<file path="config.mk">
export PLATFORM = sky130hd
export DESIGN_NAME = width_converter_streaming
export DESIGN_NICKNAME = d
export VERILOG_FILES = /design/src/shared/swc_pkg.sv /design/src/core/swc_stream.sv
export SDC_FILE = /design/constraint.sdc
export NUM_CORES = 2
export LEC_CHECK = 0
export BUFFER_PORTS_ARGS = -buffer_cell sky130_fd_sc_hd__buf_4
export CORE_UTILIZATION = 40
export DETAILED_ROUTE_END_ITERATION = 10
export GPL_TIMING_DRIVEN = 1
export REMOVE_ABC_BUFFERS = 1
export SYNTH_ARGS = -nofsm -noshare
export SYNTH_HDL_FRONTEND = slang
export SYNTH_SLANG_ARGS = --single-unit
</file>
<file path="constraint.sdc">
create_clock -name clk_in -period 132 [get_ports clk_in]
set_input_delay 0 -clock clk_in [delete_from_list [all_inputs] [get_ports clk_in]]
set_output_delay 0 -clock clk_in [all_outputs]
set_load 0.005 [all_outputs]
</file>
<file path="src/shared/swc_pkg.sv">
// Package of constants and carrier types for the sample width converter
package swc_pkg;

	// Build-time shape of the stream
	localparam int SUPERSAMPLE = 2;           // Samples per clock
	localparam int IN_WIDTH    = 16;          // Bits per input sample
	localparam int OUT_WIDTH   = 12;          // Bits per output sample
	localparam int TUSER_WIDTH = 1;           // Sideband bits per sample
	localparam bit IS_COMPLEX  = 1'b1;        // Real and imaginary parts
	localparam bit IS_SIGNED   = 1'b1;        // Two's complement samples
	localparam bit JUST_LEFT   = 1'b1;        // 1 keeps MSBs, 0 keeps LSBs
	localparam bit ROUND_CLAMP = 1'b1;        // Round and clamp on narrowing
	localparam bit OUT_REG     = 1'b0;        // Extra output register stage

	// Derived bus widths
	localparam int PARTS    = IS_COMPLEX ? 2 : 1;
	localparam int NSAMP    = PARTS * SUPERSAMPLE;
	localparam int DIN_W    = NSAMP * IN_WIDTH;
	localparam int DOUT_W   = NSAMP * OUT_WIDTH;
	localparam int TUSER_W  = SUPERSAMPLE * TUSER_WIDTH;
	localparam bit NARROW   = OUT_WIDTH < IN_WIDTH;
	localparam bit PIPE     = OUT_REG || (ROUND_CLAMP && NARROW);

	// Buffer shape
	localparam int FIFO_DEPTH = 32;
	localparam int LEVEL_W    = 6;

	// Register port
	localparam int ADDR_W = 4;
	localparam int DATA_W = 32;
	localparam logic [ADDR_W-1:0] CTRL_OFS   = 4'h0;
	localparam logic [ADDR_W-1:0] STATUS_OFS = 4'h4;
	localparam logic [ADDR_W-1:0] COUNT_OFS  = 4'h8;
	localparam int CTRL_EN_BIT      = 0;      // Input acceptance enable
	localparam int STAT_CLAMP_BIT   = 0;      // Sticky clamp seen
	localparam int STAT_OVALID_BIT  = 1;      // Output holds a beat
	localparam int STAT_LEVEL_LSB   = 8;      // Buffer level field
	localparam logic CTRL_EN_RESET  = 1'b1;

	// Beat entering the block
	typedef struct packed {
		logic               last;
		logic [TUSER_W-1:0] user;
		logic [DIN_W-1:0]   data;
	} swc_in_beat_s;

	// Beat leaving the block
	typedef struct packed {
		logic               last;
		logic [TUSER_W-1:0] user;
		logic [DOUT_W-1:0]  data;
	} swc_out_beat_s;

	// Register port request
	typedef struct packed {
		logic              wr;
		logic              rd;
		logic [ADDR_W-1:0] addr;
		logic [DATA_W-1:0] wdata;
	} swc_reg_req_s;

endpackage

</file>
<file path="src/core/swc_stream.sv">
// Sample width converter: combinational core, buffer and streaming top
//
// What this block does
// RQ1: Left alignment keeps input MSBs, modulo rounding.
// RQ2: Right alignment keeps input LSBs, modulo clamping.
// RQ3: Widening left-aligned pads zeros below LSB.
// RQ4: Widening right-aligned sign- or zero-extends upward.
// RQ5: Narrowing with round/clamp avoids wrap and bias.
// RQ6: Without round/clamp, plain wires that may wrap.
// RQ7: Convergent rounding, exact halves go to even.
// RQ8: Combinational variant holds no storage at all.
// RQ9: Stream ports use full valid/ready handshake.
// RQ10: Register option adds output stage and latency.
// RQ11: Input bus is samples times width, doubled complex.
// RQ12: Output bus is samples times width, doubled complex.
// RQ13: Stream ports carry per-sample user sideband bits.
// RQ14: Rounding, signedness, complexity chosen at build time.
// RQ15: Clamp unrepresentable values to output max or min.
// RQ16: Complex parts converted independently, positions kept.
// RQ17: Last marker and sideband follow data, same latency.
//
// The implementer's own choices: the placing of the registers and the plain strobed port.
`timescale 1ns/10ps

// Per-sample converter, no storage, every option a parameter
module width_converter_comb #(
	parameter int NS     = 1,
	parameter int IW     = 16,
	parameter int OW     = 12,
	parameter bit SIGNED = 1'b1,
	parameter bit LEFT   = 1'b1,
	parameter bit ROUND  = 1'b1
) (
	input  wire logic [NS*IW-1:0] data_in,
	output logic      [NS*OW-1:0] data_out,
	output logic      [NS-1:0]    clamp_out
);
	// Largest and smallest codes of the output width
	localparam logic [OW-1:0] MAXV = SIGNED ? ({OW{1'b1}} >> 1) : {OW{1'b1}};
	localparam logic [OW-1:0] MINV = SIGNED ? ~MAXV : '0;

	// Each lane converts alone, so real and imaginary keep their slots
	for (genvar i = 0; i < NS; i++) begin : g_lane // see RQ16
		logic [IW-1:0] x;
		assign x = data_in[i*IW +: IW];
		if (OW >= IW) begin : g_wide
			if (LEFT) begin : g_l
				if (OW == IW) begin : g_eq
					assign data_out[i*OW +: OW] = x;
				end else begin : g_pad
					// Zeros fill below the kept MSBs
					assign data_out[i*OW +: OW] = {x, {(OW-IW){1'b0}}}; // see RQ3
				end
			end else begin : g_r
				// Upper bits copy the sign, or zero when unsigned
				assign data_out[i*OW +: OW] =
					OW'({{(OW){SIGNED & x[IW-1]}}, x}); // see RQ4
			end
			assign clamp_out[i] = 1'b0;
		end else if (!ROUND) begin : g_wire
			// Plain slicing, values may wrap or bias
			if (LEFT) begin : g_l
				assign data_out[i*OW +: OW] = x[IW-1 -: OW]; // see RQ6 RQ1
			end else begin : g_r
				assign data_out[i*OW +: OW] = x[OW-1:0]; // see RQ6 RQ2
			end
			assign clamp_out[i] = 1'b0;
		end else if (LEFT) begin : g_rnd
			localparam int D = IW - OW;
			localparam logic [D-1:0] HALF = D'(1) << (D-1);
			logic [OW-1:0] keep;
			logic [D-1:0]  frac;
			logic          up;
			logic [OW:0]   sum;
			logic          ovf;
			assign keep = x[IW-1:D]; // see RQ1
			assign frac = x[D-1:0];
			// Above half rounds up, exact half only when odd
			assign up = (frac > HALF) || (frac == HALF && keep[0]); // see RQ7
			assign sum = {SIGNED & keep[OW-1], keep} + {{OW{1'b0}}, up};
			// Only upward overflow is possible after a round up
			assign ovf = SIGNED ? (sum[OW] != sum[OW-1]) : sum[OW];
			assign data_out[i*OW +: OW] = ovf ? MAXV : sum[OW-1:0]; // see RQ15 RQ5
			assign clamp_out[i] = ovf;
		end else begin : g_clp
			logic fits;
			// Dropped high bits must all equal the kept sign bit when signed, and must all be zero when unsigned
			if (SIGNED) begin : g_s
				assign fits = (x[IW-1:OW-1] == {(IW-OW+1){1'b0}}) ||
					(x[IW-1:OW-1] == {(IW-OW+1){1'b1}});
			end else begin : g_u
				assign fits = (x[IW-1:OW] == {(IW-OW){1'b0}});
			end
			assign data_out[i*OW +: OW] = fits ? x[OW-1:0] : // see RQ2
				((SIGNED && x[IW-1]) ? MINV : MAXV); // see RQ15 RQ5
			assign clamp_out[i] = ~fits;
		end
	end
endmodule

// Flip-flop FIFO with valid/ready on both sides
module swc_fifo #(
	parameter int W     = 8,
	parameter int DEPTH = 32,
	parameter int LW    = 6
) (
	input  wire logic          clk_in,
	input  wire logic          rstn_in,
	input  wire logic          in_valid_in,
	output logic               in_ready_out,
	input  wire logic [W-1:0]  in_data_in,
	output logic               out_valid_out,
	input  wire logic          out_ready_in,
	output logic      [W-1:0]  out_data_out,
	output logic      [LW-1:0] level_out
);
	localparam int AW = $clog2(DEPTH);

	// Whole state of the buffer
	typedef struct packed {
		logic [DEPTH-1:0][W-1:0] mem;   // Storage words
		logic [AW-1:0]           wptr;  // Next write slot
		logic [AW-1:0]           rptr;  // Oldest word
		logic [LW-1:0]           level; // Words held
	} swc_fifo_s;

	swc_fifo_s st_q;
	swc_fifo_s st_d;
	logic      push;
	logic      pop;

	// Full and empty come straight from the level, never guessed
	assign in_ready_out  = (st_q.level != LW'(DEPTH)); // see RQ9
	assign out_valid_out = (st_q.level != '0);
	assign out_data_out  = st_q.mem[st_q.rptr];
	assign level_out     = st_q.level;
	assign push = in_valid_in && in_ready_out;
	assign pop  = out_valid_out && out_ready_in;

	// Next state of pointers, level and storage
	always_comb begin
		st_d = st_q;
		if (push) begin
			st_d.mem[st_q.wptr] = in_data_in;
			st_d.wptr = st_q.wptr + 1'b1;
		end
		if (pop) begin
			st_d.rptr = st_q.rptr + 1'b1;
		end
		// Simultaneous push and pop leave the level alone
		case ({push, pop})
			2'b10:   st_d.level = st_q.level + 1'b1;
			2'b01:   st_d.level = st_q.level - 1'b1;
			default: st_d.level = st_q.level;
		endcase
	end

	// State register
	always_ff @(posedge clk_in or negedge rstn_in) begin
		if (!rstn_in) begin
			st_q <= '0;
		end else begin
			st_q <= st_d;
		end
	end
endmodule

// Streaming converter with register port and input buffer
module width_converter_streaming
	import swc_pkg::*;
(
	input  wire logic                  clk_in,
	input  wire logic                  rstn_in,
	input  wire logic                  din_tvalid_in,
	output logic                       din_tready_out,
	input  wire logic [DIN_W-1:0]      din_tdata_in,
	input  wire logic [TUSER_W-1:0]    din_tuser_in,
	input  wire logic                  din_tlast_in,
	output logic                       dout_tvalid_out,
	input  wire logic                  dout_tready_in,
	output logic      [DOUT_W-1:0]     dout_tdata_out,
	output logic      [TUSER_W-1:0]    dout_tuser_out,
	output logic                       dout_tlast_out,
	input  wire logic [ADDR_W-1:0]     reg_addr_in,
	input  wire logic [DATA_W-1:0]     reg_wdata_in,
	input  wire logic                  reg_wr_in,
	input  wire logic                  reg_rd_in,
	output logic      [DATA_W-1:0]     reg_rdata_out
);
	import swc_pkg::*;

	// Reset release synchroniser
	typedef struct packed {
		logic meta;   // First stage, read only by the second
		logic sync;   // Reset copy for the block
	} swc_rst_s;

	// Whole state of the top
	typedef struct packed {
		logic               ctrl_en;    // Software enable of input side
		logic               clamp_seen; // Sticky clamp flag
		logic [DATA_W-1:0]  beats;      // Output beats delivered
		logic [DATA_W-1:0]  rdata;      // Read data, one cycle late
		logic               ovalid;     // Output stage full
		swc_out_beat_s      obeat;      // Output stage contents
	} swc_top_s;

	swc_rst_s      rs_q;
	logic          rst_n;
	swc_top_s      st_q;
	swc_top_s      st_d;
	swc_in_beat_s  in_beat;           // Beat into the buffer
	swc_in_beat_s  buf_beat;          // Beat out of the buffer
	swc_out_beat_s conv_beat;         // Converted beat
	swc_reg_req_s  req;               // Register port request
	logic          buf_in_ready;
	logic          buf_valid;
	logic          buf_ready;
	logic [LEVEL_W-1:0] level;
	logic [NSAMP-1:0]   clamp;
	logic          out_fire;
	logic          buf_fire;

	// Reset is asserted at once and released after two edges
	always_ff @(posedge clk_in or negedge rstn_in) begin
		if (!rstn_in) begin
			rs_q <= '0;
		end else begin
			rs_q.meta <= 1'b1;
			rs_q.sync <= rs_q.meta;
		end
	end
	assign rst_n = rs_q.sync;

	// Bus widths follow samples, parts and sample width
	assign in_beat.data = din_tdata_in; // see RQ11
	assign in_beat.user = din_tuser_in; // see RQ13
	assign in_beat.last = din_tlast_in;
	assign req.wr    = reg_wr_in;
	assign req.rd    = reg_rd_in;
	assign req.addr  = reg_addr_in;
	assign req.wdata = reg_wdata_in;

	// Input is refused while software holds the block disabled
	assign din_tready_out = buf_in_ready && st_q.ctrl_en; // see RQ9

	// Buffer in the data path so upstream bursts ride over stalls
	swc_fifo #(
		.W     ($bits(swc_in_beat_s)),
		.DEPTH (FIFO_DEPTH),
		.LW    (LEVEL_W)
	) u_fifo (
		.clk_in        (clk_in),
		.rstn_in       (rst_n),
		.in_valid_in   (din_tvalid_in && st_q.ctrl_en),
		.in_ready_out  (buf_in_ready),
		.in_data_in    (in_beat),
		.out_valid_out (buf_valid),
		.out_ready_in  (buf_ready),
		.out_data_out  (buf_beat),
		.level_out     (level)
	);

	// Conversion itself has no state; choices are fixed at build
	width_converter_comb #(
		.NS     (NSAMP),
		.IW     (IN_WIDTH),
		.OW     (OUT_WIDTH),
		.SIGNED (IS_SIGNED),
		.LEFT   (JUST_LEFT),
		.ROUND  (ROUND_CLAMP)
	) u_conv ( // see RQ14 RQ8
		.data_in   (buf_beat.data),
		.data_out  (conv_beat.data),
		.clamp_out (clamp)
	);
	// Sideband rides with its sample unchanged
	assign conv_beat.user = buf_beat.user; // see RQ17 RQ13
	assign conv_beat.last = buf_beat.last; // see RQ17

	// With a stage the buffer drains when it is empty or moving
	assign buf_ready = PIPE ? (!st_q.ovalid || dout_tready_in)
	                        : dout_tready_in; // see RQ10
	assign buf_fire  = buf_valid && buf_ready;

	// Output comes from the stage or straight from the converter
	always_comb begin
		if (PIPE) begin // see RQ10
			dout_tvalid_out = st_q.ovalid;
			dout_tdata_out  = st_q.obeat.data; // see RQ12
			dout_tuser_out  = st_q.obeat.user;
			dout_tlast_out  = st_q.obeat.last;
		end else begin // see RQ6
			dout_tvalid_out = buf_valid;
			dout_tdata_out  = conv_beat.data;
			dout_tuser_out  = conv_beat.user;
			dout_tlast_out  = conv_beat.last;
		end
	end
	assign out_fire      = dout_tvalid_out && dout_tready_in;
	assign reg_rdata_out = st_q.rdata;

	// Next state: output stage, counters and registers
	always_comb begin
		st_d = st_q;
		st_d.rdata = '0;
		// Stage loads whenever the buffer hands over a beat
		if (buf_fire) begin
			st_d.obeat = conv_beat; // see RQ17
		end
		if (buf_fire) begin
			st_d.ovalid = 1'b1;
		end else if (dout_tready_in) begin
			st_d.ovalid = 1'b0;
		end
		if (out_fire) begin
			st_d.beats = st_q.beats + 1'b1;
		end
		// Writes; a clamp in the same cycle beats the clear
		if (req.wr) begin
			case (req.addr)
				CTRL_OFS: st_d.ctrl_en = req.wdata[CTRL_EN_BIT];
				STATUS_OFS: begin
					if (req.wdata[STAT_CLAMP_BIT]) begin
						st_d.clamp_seen = 1'b0;
					end
				end
				COUNT_OFS: st_d.beats = '0;
				default:   st_d.ctrl_en = st_q.ctrl_en;
			endcase
		end
		if (buf_fire && (clamp != '0)) begin // see RQ15
			st_d.clamp_seen = 1'b1;
		end
		// Reads answer next cycle, unmapped reads as zero
		if (req.rd) begin
			case (req.addr)
				CTRL_OFS: st_d.rdata[CTRL_EN_BIT] = st_q.ctrl_en;
				STATUS_OFS: begin
					st_d.rdata[STAT_CLAMP_BIT]  = st_q.clamp_seen;
					st_d.rdata[STAT_OVALID_BIT] = dout_tvalid_out;
					st_d.rdata[STAT_LEVEL_LSB +: LEVEL_W] = level;
				end
				COUNT_OFS: st_d.rdata = st_q.beats;
				default:   st_d.rdata = '0;
			endcase
		end
	end

	// State register
	always_ff @(posedge clk_in or negedge rst_n) begin
		if (!rst_n) begin
			st_q <= '0;
			st_q.ctrl_en <= CTRL_EN_RESET;
		end else begin
			st_q <= st_d;
		end
	end

	// Helpers for the checks on the first lane
	logic [IN_WIDTH-1:0]  s0_in;
	logic [OUT_WIDTH-1:0] s0_out;
	assign s0_in  = buf_beat.data[IN_WIDTH-1:0];
	assign s0_out = conv_beat.data[OUT_WIDTH-1:0];

	// A stalled output beat holds its value until taken
	out_hold_a: assert property ( // see RQ9
		@(posedge clk_in) disable iff (!rst_n)
		dout_tvalid_out && !dout_tready_in |=>
			dout_tvalid_out && $stable(dout_tdata_out)
			&& $stable(dout_tlast_out))
		else $error("output beat changed while stalled");

	// Disabled block never offers ready upstream
	in_gate_a: assert property ( // see RQ9
		@(posedge clk_in) disable iff (!rst_n)
		!st_q.ctrl_en |-> !din_tready_out)
		else $error("ready raised while disabled");

	// A beat handed to the stage appears one cycle later
	stage_lat_a: assert property ( // see RQ10 RQ17
		@(posedge clk_in) disable iff (!rst_n)
		PIPE && buf_fire |=> dout_tvalid_out
			&& dout_tdata_out == $past(conv_beat.data)
			&& dout_tuser_out == $past(buf_beat.user)
			&& dout_tlast_out == $past(buf_beat.last))
		else $error("stage latency or sideband mismatch");

	// Unstaged path follows the buffer in the same cycle
	wire_path_a: assert property ( // see RQ6 RQ17
		@(posedge clk_in) disable iff (!rst_n)
		!PIPE |-> dout_tvalid_out == buf_valid
			&& dout_tlast_out == buf_beat.last)
		else $error("combinational path not transparent");

	// Left rounding keeps MSBs or steps them up by one
	keep_msb_a: assert property ( // see RQ1
		@(posedge clk_in) disable iff (!rst_n)
		JUST_LEFT && NARROW && buf_valid && !clamp[0] |->
			(s0_out == s0_in[IN_WIDTH-1 -: OUT_WIDTH]) ||
			(s0_out == s0_in[IN_WIDTH-1 -: OUT_WIDTH] + 1'b1))
		else $error("left alignment lost the MSBs");

	// An exact half lands on an even code unless the lane clamps
	round_even_a: assert property ( // see RQ7
		@(posedge clk_in) disable iff (!rst_n)
		JUST_LEFT && NARROW && ROUND_CLAMP && buf_valid && !clamp[0]
		&& s0_in[IN_WIDTH-OUT_WIDTH-1:0] ==
			(IN_WIDTH-OUT_WIDTH)'(1) << (IN_WIDTH-OUT_WIDTH-1)
		|-> !s0_out[0])
		else $error("half did not round to even");

	// A clamped lane shows a limit code of the output width
	clamp_lim_a: assert property ( // see RQ15 RQ5
		@(posedge clk_in) disable iff (!rst_n)
		buf_valid && clamp[0] |->
			(s0_out == (IS_SIGNED ? {1'b0, {(OUT_WIDTH-1){1'b1}}}
				: {OUT_WIDTH{1'b1}})) ||
			(IS_SIGNED && s0_out == {1'b1, {(OUT_WIDTH-1){1'b0}}}))
		else $error("clamped lane not at a limit");

	// Sticky clamp flag is set by the cycle after a clamped beat
	clamp_flag_a: assert property ( // see RQ15
		@(posedge clk_in) disable iff (!rst_n)
		buf_fire && clamp != '0 |=> st_q.clamp_seen)
		else $error("clamp flag missed an event");

	// Count register reads back the beat count one cycle later
	count_rd_a: assert property ( // see RQ17
		@(posedge clk_in) disable iff (!rst_n)
		req.rd && req.addr == COUNT_OFS |=>
			reg_rdata_out == $past(st_q.beats))
		else $error("count read data wrong");
endmodule

</file>
==> results.md <==
* First-pass GRT wire length at between 400,000 and 500,000 um
* Drt first pass iters at 7
* FF-to-FF path depth at 15
* # DRC at 0
* Adder-cell share of the synthesized area at less than 1%
* FMAX at approximately 120 MHz
* # hold bufs at CTS at 88
* Pwr Total at approximately 0.0024 W
* RSZ-0062 raised after global routing: no
* R2r endpoint: st_q[116]
* Worst slew margin at between 10% and 20%
* Num CTS Buffers at around 240
* CTS tree: built
* Number of synthesized flops with an enable pin at 0
* CP Launch Type: flop
* Crit-path cells: buf_4 > buf_4 > buf_12 > buf_4 > mux2i_1 > a22o_1 > a2111oi_0 > nor4b_2 > nor4bb_1 > nor2b_1 > nand3_1 > xor2_1 > ha_1 > nor4_1 > o21ai_0
* Reg2Reg Setup Slack at 123.89 ns
* Origin of the critical flop-to-flop path: u_fifo.st_q[7]
* Final WL at between 200,000 and 300,000 um
* Initial antenna violation count at 17
* Cell Area, Synth at around 100,000 sq um
* Placed instance count at approximately 10,000
* Hold Vio Cnt, Final at 0
* Synth Instances at 7,072
* Gr usage total at a little over a fifth
* Post-route minimum period at 8.11 ns
* Clock transition at the registers of the reported paths at roughly 0.060 ns
* Simple-gate share of the synthesized area at 3.28%
* Synthesis-to-layout area growth at 11.4%
* Clk sinks at about 2,300
* XOR/XNOR Fraction of Synth Area at 0.642%
* DIE HEIGHT at between 500 and 600 um
* Vias at ~60,000
* Post-CTS setup buffer count at 0
* Crit end category: flop
* TNS Setup at 0 ns
* Gr ovfl total at 0
* Worst hold slack at between 0.07 and 0.08 ns
* Compound-Gate Fraction of Synth Area at roughly 2.7%
* H-tree Lvls at 4
* Wire per inst at 27.0 um
* Num ports at 194
* Count of different cell masters after synthesis at 75
* CP max-delay cell: nor4_1
* Antenna viol nets, final at 0
* Sequential share of the synthesized area at 55.1%
* Layout Nets at between 7,000 and 8,000
* Final Max Tran Viols at 0
* Hold Crit Depth at 3
* Layout cell share with drive strength beyond 1 at 44.5%
* Fillers at around 23,000
* Most used cell, CP: buf_4
* Largest net degree at the start of global routing at about 190
* Peak VDD IR at between 0.015 and 0.02 mV
* DRT iter0 DRCs at 4,142
* Die area at 261,000 sq um
* Utilization after layout at approximately 45%
* Largest family of logic cells by synthesized area: multiplexers
* HPWL reported at the end of detailed placement at between 150,000 and 200,000 um
* Vias in the first global route at roughly 64,000
* Setup Viol. Count Final at 0
* CP required at between 100 and 150 ns
* PortBufs at roughly 160
* HP Start: reg_rd_in
* Core area at ~260,000 sq um
* RePlAce Congestion at approximately 0.74
* Clk root buf: clkbuf_16
* Clock Tree Buf Depth at 3
* Leakage at 56.4 nW
* Arr. time, crit path at between 8 and 9 ns
* Hold WC Path Type: in2reg
* Pwr dens at about 21 nW/um^2
* DR vias/cell at 5.71
* #FFs+latches synth at around 2,300
* CP max FO at 88
* Tightest Pin Transition at 1.29 ns
* Yosys warns at 0
* WHS Endpoint: reg_rdata_out[13]
* Die width at 511 um
* Area of the multi-input gates at 42,700 sq um
* Max stage delay on crit path at ~1.1 ns
* Fin Clk Skew at 0.0570 ns
* Cell Rows at around 190
* Critical path class: reg2reg
* Register area at between 50,000 and 60,000 sq um
* Main synth FF type: dfrtp_1
* Period utilization at under 10%
* Post-synthesis mux area share at about a third
* Number of max-cap violations at 0
* Post-Syn Area per Cell at about 15 sq um
* Post-cts resize count at 0
* Clock latency on the worst-skew pair at 0.89 ns
* Post-synth ARST share at 100%
* Fin cells at 10,500
* Starting density of the core at around two fifths
* Status: finished, final reports clean
==> metrics by stage <==
stage | instance area [sq um] | worst slack [ns]
final | 115000 | 123.89
after global routing | 115000 | 123.49
after CTS | 115000 | 123.73
after detailed placement | 106000 | 123.74
after global placement | 106000 | 123.77
after floorplan | 99500 | 63.74
==> final cells by class <==
| cell class | instances | area share (%) |
|---|---|---|
| clock buffers | 361 | 6.25 |
| diodes | 2 | 0.00433 |
| repair buffers | 367 | 2.66 |
| well taps | 3384 | 3.67 |
| flip-flops and latches | 2280 | 49.4 |
| inverters | 19 | 0.0628 |
| clock inverters | 83 | 0.975 |
| multi-input cells | 4040 | 36.9 |
==> worst max-delay path: cells and delay by family, from the launching register on <==
family                   cells  cell delay (ns)
adder cells (fa/ha/maj)      1             0.55
buffers and inverters        4             3.00
flip-flops                   1             0.69
AO/OA/AOI/OAI                3             1.06
XOR/XNOR                     1             0.15
multiplexers                 1             0.18
AND/OR/NAND/NOR              5             2.22
==> how the worst max path moves through the flow <==
stage / slack [ns] / endpoint / startpoint / cells after the start
floorplan: 63.74 / dout_tdata_out[0] / rst_n / 0
global placement: 123.77 / st_q[116] / u_fifo.st_q[7] / 15
detailed placement: 123.74 / st_q[116] / u_fifo.st_q[7] / 15
CTS: 123.73 / st_q[116] / u_fifo.st_q[7] / 15
global route: 123.49 / st_q[116] / u_fifo.st_q[7] / 15
finish: 123.89 / st_q[116] / u_fifo.st_q[7] / 15
==> cells in the final DEF (no fill, tap or decap), types with 24 or more instances in the layout <==
master,synthesis,final
dfrtp_1,2279,2273
mux2_2,2164,2164
mux2i_1,420,420
buf_4,105,271
mux4_2,267,267
clkbuf_16,0,241
a22oi_1,167,167
a21oi_1,126,126
nand3_1,111,111
nor2_1,105,104
nand2_1,128,96
dlygate4sd3_1,0,88
nor3_1,75,75
clkbuf_8,0,74
nor4_1,69,69
clkbuf_1,382,46
clkinv_2,0,45
xor2_1,41,41
and3_1,37,37
xnor2_1,35,35
nand4_1,33,33
nand2_4,0,32
a211oi_1,31,30
mux4_1,25,25
o21ai_0,25,24
==> cells in the mapped netlist, types with 16 or more instances <==
cell      number  area (sq um)
o21ai_0       25           125
nand2_1      128           480
clkbuf_1     382          1430
mux4_2       267          6010
buf_4        105           788
inv_1         19          71.3
mux2_2      2164         24400
xor2_1        41           359
dfrtp_1     2279         57000
nand4_1       33           206
ha_1          19           238
buf_6         59           664
buf_1         16          60.1
mux4_1        25           657
and3_1        37           231
nor4_1        69           432
a21oi_1      126           631
a211oi_1      31           233
nand3_1      111           556
xnor2_1       35           307
nor2_1       105           394
a22oi_1      167          1250
mux2i_1      420          4200
buf_2        140           701
buf_8         22           330
nor3_1        75           375
nor2b_1       24           150
==> kinds of logic (layout without fill, tap and decap cells) <==
logic type / Yosys count / count (layout)
adder cells (fa/ha/maj): 20 / 20
flip-flops: 2280 / 2280
AND/OR/NAND/NOR: 653 / 653
XOR/XNOR: 76 / 76
multiplexers: 2876 / 2876
buffers and inverters: 752 / 830
AO/OA/AOI/OAI: 414 / 414
other: 1 / 3
==> state kept, by name (all words and copies together) (netlist names) <==
signal            flops
u_fifo.st_q        2154
dout_tdata_out       48
st_q                 34
reg_rdata_out        32
u_fifo.level_out      6
dout_tuser_out        2
dout_tlast_out        1
dout_tvalid_out       1
rs_q                  1
rst_n                 1
==> report_power, final <==
| part | switching [W] | total, W | internal (W) | leakage [nW] |
|---|---|---|---|---|
| logic | 0.000397 | 0.000737 | 0.000340 | 21.2 |
| registers | 0.0000909 | 0.000951 | 0.000860 | 31.0 |
| clock network | 0.000287 | 0.000703 | 0.000416 | 4.13 |
==> per-layer routing <==
layer | track usage (%) | wire, um
met5 | 0 | 98
met4 | 5.73 | 6830
met3 | 3.04 | 11300
met2 | 35.3 | 136000
met1 | 30.4 | 130000
(Power assumes the default switching activity.)
